**src/include/dpo_pkg.sv**
```systemverilog
package dpo_pkg;
  // channel count and counter width
  localparam int NCH = 8;
  localparam int CW = 16;
  // bus regions, selected by paddr[7:5]
  localparam logic [2:0] R_MISC = 3'h0;
  localparam logic [2:0] R_CFG = 3'h1;
  localparam logic [2:0] R_SET = 3'h2;
  localparam logic [2:0] R_VAL = 3'h3;
  // word index inside the misc region, paddr[4:2]
  localparam logic [2:0] I_LEVEL = 3'h0;
  localparam logic [2:0] I_TRIG = 3'h1;
  localparam logic [2:0] I_GROUP = 3'h2;
  // channel config fields
  localparam int CFG_W = 6;
  localparam int CFG_FN_LSB = 0;
  localparam int CFG_FN_MSB = 2;
  localparam int CFG_WM = 3;
  localparam int CFG_FMB = 4;
  localparam int CFG_ACT = 5;
  // static function, driven high output type; function codes 4 to 7 leave the pin low
  localparam logic [CFG_W-1:0] CFG_RST = 6'h20;
  localparam logic [CW-1:0] CNT_RST = 16'h0000;

  typedef enum logic [2:0] {FN_STATIC, FN_SINGLE, FN_PULSE, FN_SQUARE} dpo_fn_type;

  typedef struct packed {
    logic busy;
    logic [CW-1:0] cnt;
    logic [CW-1:0] per;
    logic [CW-1:0] wid;
  } dpo_chan_type;

  typedef struct packed {
    logic [NCH-1:0] dout;
    logic [NCH-1:0] oe;
  } dpo_pins_type;
endpackage

```
**src/rtl/dpo_top.sv**
```systemverilog
// Our own choices: the APB interface to the registers and the address map.
module dpo_top (
  input wire logic pclk,
  input wire logic presetn,
  input wire logic psel,
  input wire logic penable,
  input wire logic pwrite,
  input wire logic [7:0] paddr,
  input wire logic [31:0] pwdata,
  output logic [31:0] prdata,
  output logic pready,
  output logic pslverr,
  output dpo_pkg::dpo_pins_type pins
);
  import dpo_pkg::*;

  logic [31:0] prdata_q, prdata_d;
  logic pready_q, pready_d, pslverr_q, pslverr_d;
  logic [NCH-1:0] stat_q, stat_d, trig_q, trig_d, lvl_q, lvl_d, busy_v;
  logic grp_q, grp_d;
  logic [CFG_W-1:0] cfg_q [NCH], cfg_d [NCH];
  logic [CW-1:0] set_q [NCH], set_d [NCH], val_q [NCH], val_d [NCH];
  dpo_chan_type st_q [NCH], st_d [NCH];
  dpo_pins_type pins_q, pins_d;
  logic setup, wr, hit;
  logic [2:0] idx;
  logic [31:0] rdat;

  assign prdata = prdata_q;
  assign pready = pready_q;
  assign pslverr = pslverr_q;
  assign pins = pins_q;
  assign idx = paddr[4:2];
  assign setup = psel & ~penable;
  // pready is only high in the access phase, so this is the one commit edge
  assign wr = psel & penable & pwrite & pready_q & ~pslverr_q;

  // apb decode: data captured in setup, one wait-free access phase
  always_comb begin
    hit = 1'b1;
    rdat = 32'h0000_0000;
    case (paddr[7:5])
      R_MISC: begin
        case (idx)
          I_LEVEL: rdat = {16'h0000, lvl_q, stat_q};
          I_TRIG: rdat = {24'h00_0000, busy_v};
          I_GROUP: rdat = {31'h0, grp_q};
          default: hit = 1'b0;
        endcase
      end
      R_CFG: rdat = {26'h0, cfg_q[idx]};
      R_SET: rdat = {16'h0000, set_q[idx]};
      R_VAL: rdat = {16'h0000, val_q[idx]};
      default: hit = 1'b0;
    endcase
    prdata_d = setup ? (hit ? rdat : 32'h0000_0000) : prdata_q;
    pready_d = setup;
    pslverr_d = setup & ~hit;
  end

  // register writes; a trigger write is a one-cycle pulse per channel
  always_comb begin
    stat_d = stat_q;
    grp_d = grp_q;
    cfg_d = cfg_q;
    set_d = set_q;
    val_d = val_q;
    trig_d = '0;
    if (wr) begin
      case (paddr[7:5])
        R_MISC: begin
          case (idx)
            I_LEVEL: stat_d = pwdata[NCH-1:0];
            I_TRIG: trig_d = pwdata[NCH-1:0];
            I_GROUP: grp_d = pwdata[0];
            default: grp_d = grp_q;
          endcase
        end
        R_CFG: cfg_d[idx] = pwdata[CFG_W-1:0];
        R_SET: set_d[idx] = pwdata[CW-1:0];
        R_VAL: val_d[idx] = pwdata[CW-1:0];
        default: grp_d = grp_q;
      endcase
    end
  end

  // channel generators; period and width are latched only at a boundary
  always_comb begin
    logic [CFG_W-1:0] c;
    dpo_fn_type fn;
    logic [CW-1:0] p_sel, w_sel;
    logic bnd;
    c = '0;
    fn = FN_STATIC;
    p_sel = '0;
    w_sel = '0;
    bnd = 1'b0;
    for (int i = 0; i < NCH; i++) begin
      c = grp_q ? cfg_q[0] : cfg_q[i];
      fn = dpo_fn_type'(c[CFG_FN_MSB:CFG_FN_LSB]);
      busy_v[i] = st_q[i].busy;
      st_d[i] = st_q[i];
      bnd = ~st_q[i].busy | (({1'b0, st_q[i].cnt} + 17'h0_0001) >= {1'b0, st_q[i].per});
      if (fn == FN_SQUARE) begin
        p_sel = val_q[i];
        w_sel = {1'b0, val_q[i][CW-1:1]};
      end else if (c[CFG_WM]) begin
        p_sel = set_q[i];
        w_sel = val_q[i];
      end else begin
        p_sel = val_q[i];
        w_sel = set_q[i];
      end
      case (fn)
        FN_SINGLE: begin
          if (!st_q[i].busy) begin
            // a trigger during a pulse is ignored: one pulse per trigger
            if (trig_q[i] && val_q[i] != CNT_RST) begin
              st_d[i].busy = 1'b1;
              st_d[i].cnt = CNT_RST;
              st_d[i].wid = val_q[i];
            end
          end else if (({1'b0, st_q[i].cnt} + 17'h0_0001) >= {1'b0, st_q[i].wid}) begin
            st_d[i].busy = 1'b0;
          end else begin
            st_d[i].cnt = st_q[i].cnt + 16'h0001;
          end
        end
        FN_PULSE, FN_SQUARE: begin
          if (bnd) begin
            st_d[i].cnt = CNT_RST;
            st_d[i].per = p_sel;
            st_d[i].wid = w_sel;
            st_d[i].busy = (p_sel != CNT_RST);
          end else begin
            st_d[i].cnt = st_q[i].cnt + 16'h0001;
          end
        end
        default: begin
          st_d[i].busy = 1'b0;
          st_d[i].cnt = CNT_RST;
        end
      endcase
      if (fn == FN_STATIC) begin
        lvl_d[i] = stat_q[i];
      end else begin
        lvl_d[i] = st_d[i].busy & (st_d[i].cnt < st_d[i].wid);
      end
      // passive type only pulls low; the high level comes from the pull-up
      pins_d.dout[i] = c[CFG_ACT] & lvl_d[i];
      pins_d.oe[i] = c[CFG_ACT] | ~lvl_d[i];
    end
  end

  // state registers
  always_ff @(posedge pclk or negedge presetn) begin
    if (!presetn) begin
      prdata_q <= 32'h0000_0000;
      pready_q <= 1'b0;
      pslverr_q <= 1'b0;
      stat_q <= '0;
      trig_q <= '0;
      lvl_q <= '0;
      grp_q <= 1'b0;
      pins_q <= '{dout: 8'h00, oe: 8'hff};
      for (int i = 0; i < NCH; i++) begin
        cfg_q[i] <= CFG_RST;
        set_q[i] <= CNT_RST;
        val_q[i] <= CNT_RST;
        st_q[i] <= '0;
      end
    end else begin
      prdata_q <= prdata_d;
      pready_q <= pready_d;
      pslverr_q <= pslverr_d;
      stat_q <= stat_d;
      trig_q <= trig_d;
      lvl_q <= lvl_d;
      grp_q <= grp_d;
      pins_q <= pins_d;
      cfg_q <= cfg_d;
      set_q <= set_d;
      val_q <= val_d;
      st_q <= st_d;
    end
  end

  // checking helpers on channel 0: high run length and rise-to-rise spacing
  dpo_fn_type fn0;
  logic lvl_p, seen_q;
  logic [CW-1:0] hi_n, rr_n;
  logic rose0;
  assign fn0 = dpo_fn_type'(cfg_q[0][CFG_FN_MSB:CFG_FN_LSB]);
  assign rose0 = lvl_q[0] & ~lvl_p;
  always_ff @(posedge pclk or negedge presetn) begin
    if (!presetn) begin
      lvl_p <= 1'b0;
      seen_q <= 1'b0;
      hi_n <= CNT_RST;
      rr_n <= CNT_RST;
    end else begin
      lvl_p <= lvl_q[0];
      seen_q <= (seen_q | rose0) & (fn0 == FN_PULSE);
      hi_n <= lvl_q[0] ? hi_n + 16'h0001 : CNT_RST;
      rr_n <= rose0 ? 16'h0001 : rr_n + 16'h0001;
    end
  end

  property p_static;
    @(posedge pclk) disable iff (!presetn)
    (fn0 == FN_STATIC) && !grp_q |=> lvl_q[0] == $past(stat_q[0]);
  endproperty
  a_static: assert property (p_static) else $error("static level not held");

  property p_single_cause;
    @(posedge pclk) disable iff (!presetn)
    rose0 && (fn0 == FN_SINGLE) && !grp_q |-> $past(trig_q[0]);
  endproperty
  a_single_cause: assert property (p_single_cause) else $error("pulse without trigger");

  property p_single_width;
    @(posedge pclk) disable iff (!presetn)
    $fell(lvl_q[0]) && (fn0 == FN_SINGLE) && !grp_q |-> hi_n == st_q[0].wid;
  endproperty
  a_single_width: assert property (p_single_width) else $error("single pulse width wrong");

  property p_pwm_period;
    @(posedge pclk) disable iff (!presetn)
    rose0 && seen_q && (fn0 == FN_PULSE) && cfg_q[0][CFG_WM] && !grp_q
      |-> rr_n == $past(st_q[0].per);
  endproperty
  a_pwm_period: assert property (p_pwm_period) else $error("pwm period wrong");

  property p_pwm_width;
    @(posedge pclk) disable iff (!presetn)
    (fn0 == FN_PULSE) && cfg_q[0][CFG_WM] && !grp_q && $past(fn0 == FN_PULSE)
      && $stable(cfg_q[0]) && st_q[0].busy && st_q[0].cnt == CNT_RST
      |-> st_q[0].wid == $past(val_q[0]);
  endproperty
  a_pwm_width: assert property (p_pwm_width) else $error("pwm width not from value");

  property p_fm_width;
    @(posedge pclk) disable iff (!presetn)
    $fell(lvl_q[0]) && (fn0 == FN_PULSE) && !cfg_q[0][CFG_WM] && !grp_q
      |-> hi_n == st_q[0].wid;
  endproperty
  a_fm_width: assert property (p_fm_width) else $error("fm width wrong");

  property p_fm_period;
    @(posedge pclk) disable iff (!presetn)
    (fn0 == FN_PULSE) && !cfg_q[0][CFG_WM] && !grp_q && $past(fn0 == FN_PULSE)
      && $stable(cfg_q[0]) && st_q[0].busy && st_q[0].cnt == CNT_RST
      |-> st_q[0].per == $past(val_q[0]);
  endproperty
  a_fm_period: assert property (p_fm_period) else $error("fm period not from value");

  property p_square;
    @(posedge pclk) disable iff (!presetn)
    (fn0 == FN_SQUARE) && !grp_q && $past(fn0 == FN_SQUARE) && st_q[0].busy
      && st_q[0].cnt == CNT_RST |-> st_q[0].per == $past(val_q[0])
      && st_q[0].wid == {1'b0, st_q[0].per[CW-1:1]};
  endproperty
  a_square: assert property (p_square) else $error("square period wrong");

  property p_passive;
    @(posedge pclk) disable iff (!presetn)
    !cfg_q[0][CFG_ACT] && !grp_q |=> !pins_q.dout[0] && pins_q.oe[0] == !lvl_q[0];
  endproperty
  a_passive: assert property (p_passive) else $error("passive pin drives high");

  property p_no_runt;
    @(posedge pclk) disable iff (!presetn)
    (fn0 == FN_PULSE) && !grp_q && st_q[0].busy
      && ({1'b0, st_q[0].cnt} + 17'h0_0002) <= {1'b0, st_q[0].per}
      |=> $stable(st_q[0].wid) && $stable(st_q[0].per);
  endproperty
  a_no_runt: assert property (p_no_runt) else $error("timing changed mid period");

  c_single: cover property (@(posedge pclk) disable iff (!presetn)
    (fn0 == FN_SINGLE) && $fell(lvl_q[0]));
  c_pwm: cover property (@(posedge pclk) disable iff (!presetn)
    rose0 && seen_q && cfg_q[0][CFG_WM]);
  c_fm: cover property (@(posedge pclk) disable iff (!presetn)
    $fell(lvl_q[0]) && (fn0 == FN_PULSE) && !cfg_q[0][CFG_WM]);
  c_square: cover property (@(posedge pclk) disable iff (!presetn)
    (fn0 == FN_SQUARE) && rose0);
endmodule

```
**config.mk**
```make
export PLATFORM = sky130hd
export DESIGN_NAME = dpo_top
export DESIGN_NICKNAME = d
export VERILOG_FILES = /design/src/include/dpo_pkg.sv /design/src/rtl/dpo_top.sv
export SDC_FILE = /design/constraint.sdc
export NUM_CORES = 2
export LEC_CHECK = 0
export ABC_AREA = 0
export ABC_CLOCK_PERIOD_IN_PS = 10900
export BUFFER_PORTS_ARGS = -buffer_cell sky130_fd_sc_hd__buf_2
export CORE_ASPECT_RATIO = 0.75
export CORE_MARGIN = 3
export CORE_UTILIZATION = 55
export DETAILED_ROUTE_END_ITERATION = 12
export PLACE_DENSITY = 0.83
export SETUP_SLACK_MARGIN = 0.2
export SKIP_CTS_REPAIR_TIMING = 1
export SYNTH_ARGS = -nofsm -noshare
export SYNTH_HDL_FRONTEND = slang
export SYNTH_SLANG_ARGS = --single-unit
```
**constraint.sdc**
```tcl
create_clock -name pclk -period 10.9 [get_ports pclk]
set_input_delay 1.09 -clock pclk [delete_from_list [all_inputs] [get_ports pclk]]
set_output_delay 1.09 -clock pclk [all_outputs]
set_load 0.005 [all_outputs]
```
==> impl_metrics.yaml <==
critical_path:
  critPathKind: "reg -> reg"
  crit_required_ns: 11.48
  critPathBufInv: 1
  crit_family: "compound AO/OA/AOI/OAI gates"
  crit_chain: "ha_1 > nand3_2 > or4_4 > inv_1 > nand4_1 > xnor2_1 > ha_1 > a211oi_1 > o21ai_0 > o2111ai_1 > o211ai_1 > a211o_1 > o22ai_1 > a21oi_1 > o21ai_0 > ha_1 > and3_1 > nand3_1 > a2111oi_0 > nand2_1 > or2_2 > o21ai_0 > nand4bb_1"
  worst_ep_arrival_time_ns: 7.68
  worstSetupEndpointType: "flip-flop"
  max_stage_delay_ns: 0.89
  rrSetupSlack_ns: 3.81
  cp-start-kind: "flip-flop"
  crit_slowest_cell: "o22ai_1"
  cp_max_fo: 12
synthesis:
  synth_top_area_share: 0.381
  syn_inst: 5008
  postSynthAreaPerCell_um2: 9.68
  yosysTopAreaCell: "dfrtp_1"
  ys_ff_latch: 755
  synthTopCellsByCount: "dfrtp_1, nand2_1, ha_1, inv_1, mux2_2"
  netlist_area_mm2: 0.0485
  ys_types: 107
  ys_seq_area_frac: 0.390
  yosys_warnings: 0
  synth_edf_count: 0
  synthTopCellsByArea: "dfrtp_1, ha_1, mux2_2"
  ys.flop_type: "dfrtp_1"
  async_flop_share: 1.00
  yosysMostFrequentCell: "dfrtp_1"
clocking:
  cts_sinks: 755
  clk_latency_ns: 0.67
  cts_tree: "done"
  clockBufferDepth: 3
  cts_made_buffers: 80
  clk_pin_slew_ns: 0.06
  htree_levels: 3
  root_buffer: "clkbuf_16"
placement:
  place_inst: 5995
  io_buffers: 60
  placedInstanceArea_mm2: 0.0496
  dpl.hpwl_um: 115000
  place_congestion: 1.05
timing:
  finalHoldViolCount: 0
  clock-skew-final_ns: 0.0343
  drv_slew: 0
  timing.setup.tns_ns: 0
  tightest_slew_ns: 1.32
  setup-violations-final: 0
  fmax_ghz: 0.141
  rsz0062_at_grt: "no"
  relSlewSlack: 0.110
  fin_crit_ns: 7.09
  min_period_over_period: 0.651
die:
  rows: 93
  start_util: 0.560
  dieArea_mm2: 0.0918
  core_area_mm2: 0.0866
  pin_count: 95
  die_w_um: 349
  die_h_um: 263
global_routing:
  grt_pass1_vias: 39900
  grt_max_degree: 195
  grt_pass1_wl_um: 241000
  grt_use_total: 0.337
  antenna_found_initial: 18
  overflow: 0
final_layout:
  utilization: 0.605
  n_fill_cell: 6966
  syn2layout_area_growth_pct: 8.06
  drive_above_1_share: 0.129
  layout.nets: 5366
  stdcell_count: 6148
  fin_area_mm2: 0.0524
routing:
  finalWirelength_um: 160000
  dr.pass1.iters: 9
  drt-initial-drc-count: 6041
  route.detailed.drc: 0
  post_drt_wl_per_cell_um: 26.0
  vias_per_cell: 6.85
  vias: 42100
  postRouteAntennaNets: 0
flow_run:
  cap_violations: 0
power:
  p_clk_frac: 0.463
  switching_power_mw: 1.64
  swShare: 0.257
  combPwrFrac: 0.074
  total_power_mw: 6.39
  p_int_mw: 4.75
  power.density_mw_per_mm2: 122
  leakagePower_nw: 25.9
  ir_drop_uv: 120
  seqPwrFrac: 0.464
worst_hold_path:
  hp-class: "in -> async"
run_status:
  status: "complete, no violations"
area by class of cell:
class	count	area, um2	share of cell area
Multi-Input combinational cell	3613	27100	0.518
Tap cell	1140	1430	0.0272
Antenna cell	8	20.0	0.000382
Sequential cell	755	18900	0.361
Clock buffer	109	2290	0.0438
Timing Repair Buffer	110	723	0.0138
Inverter	377	1420	0.0270
Clock inverter	36	483	0.00922
kinds of logic after synthesis:
logic type | Yosys count | synth area share
AND/OR/NAND/NOR | 1309 | 0.132
AO/OA/AOI/OAI | 1210 | 0.174
flip-flops | 755 | 0.390
buffers and inverters | 655 | 0.0541
multiplexers | 590 | 0.131
adder cells (fa/ha/maj) | 384 | 0.0991
XOR/XNOR | 104 | 0.0188
other | 1 | 0.0000773
through the flow:
step                hold slack (ns)  setup slack [ns]
floorplan                     0.450              5.28
global placement              0.457              4.21
detailed placement            0.468              3.99
CTS                           0.482              3.96
global route                  0.506              3.15
finish                        0.470              3.81
sequential cells by signal, summed over array words and instances (netlist names):
register / count
busy_v: 8
cfg_q: 48
pslverr: 1
pready: 1
stat_q: 8
pins: 16
st_q: 384
set_q: 128
val_q: 128
lvl_q: 8
prdata: 16
grp_q: 1
trig_q: 8
layer usage:
layer,vias up,global-route usage,share of wire
met5,-,0,0.00051
met2,2736,0.479,0.41
met1,20600,0.476,0.41
met3,473,0.121,0.15
li1,18300,-,-
met4,12,0.109,0.037
power by group through the flow:
| stage | logic [mW] | registers (mW) | clock network, mW |
|---|---|---|---|
| floorplan | 0.286 | 2.97 | 0 |
| global placement | 0.439 | 3.00 | 0 |
| detailed placement | 0.456 | 3.01 | 0 |
| CTS | 0.461 | 2.96 | 2.96 |
| global route | 0.517 | 2.97 | 3.07 |
| finish | 0.471 | 2.96 | 2.96 |
layout by cell type (no fill, tap or decap), drive strengths merged, types with 74 or more instances in the layout:
master and instances:
nor2 261, mux2 322, a22oi 96, a221oi 98, buf 110, nor4 74, inv 378, a21oi 215
ha 384, nand2 452, mux2i 268, and3 87, a211oi 90, nand4 89, clkbuf 109, dfrtp 739
nand3 109, a21o 93, o21ai 235
worst paths after layout:
| path | start | depth (start not counted) | end |
|---|---|---|---|
| max | st_q[326] | 23 | pins[1] |
| min reg2reg | prdata[13] | 2 | prdata[13] |
| min in group pclk | prdata[13] | 2 | prdata[13] |
| max reg2reg | st_q[326] | 23 | pins[1] |
| min | presetn | 1 | st_q[277] |
| max in group asynchronous | presetn | 3 | st_q[376] |
No activity file was read; power rests on OpenSTA's default activity.
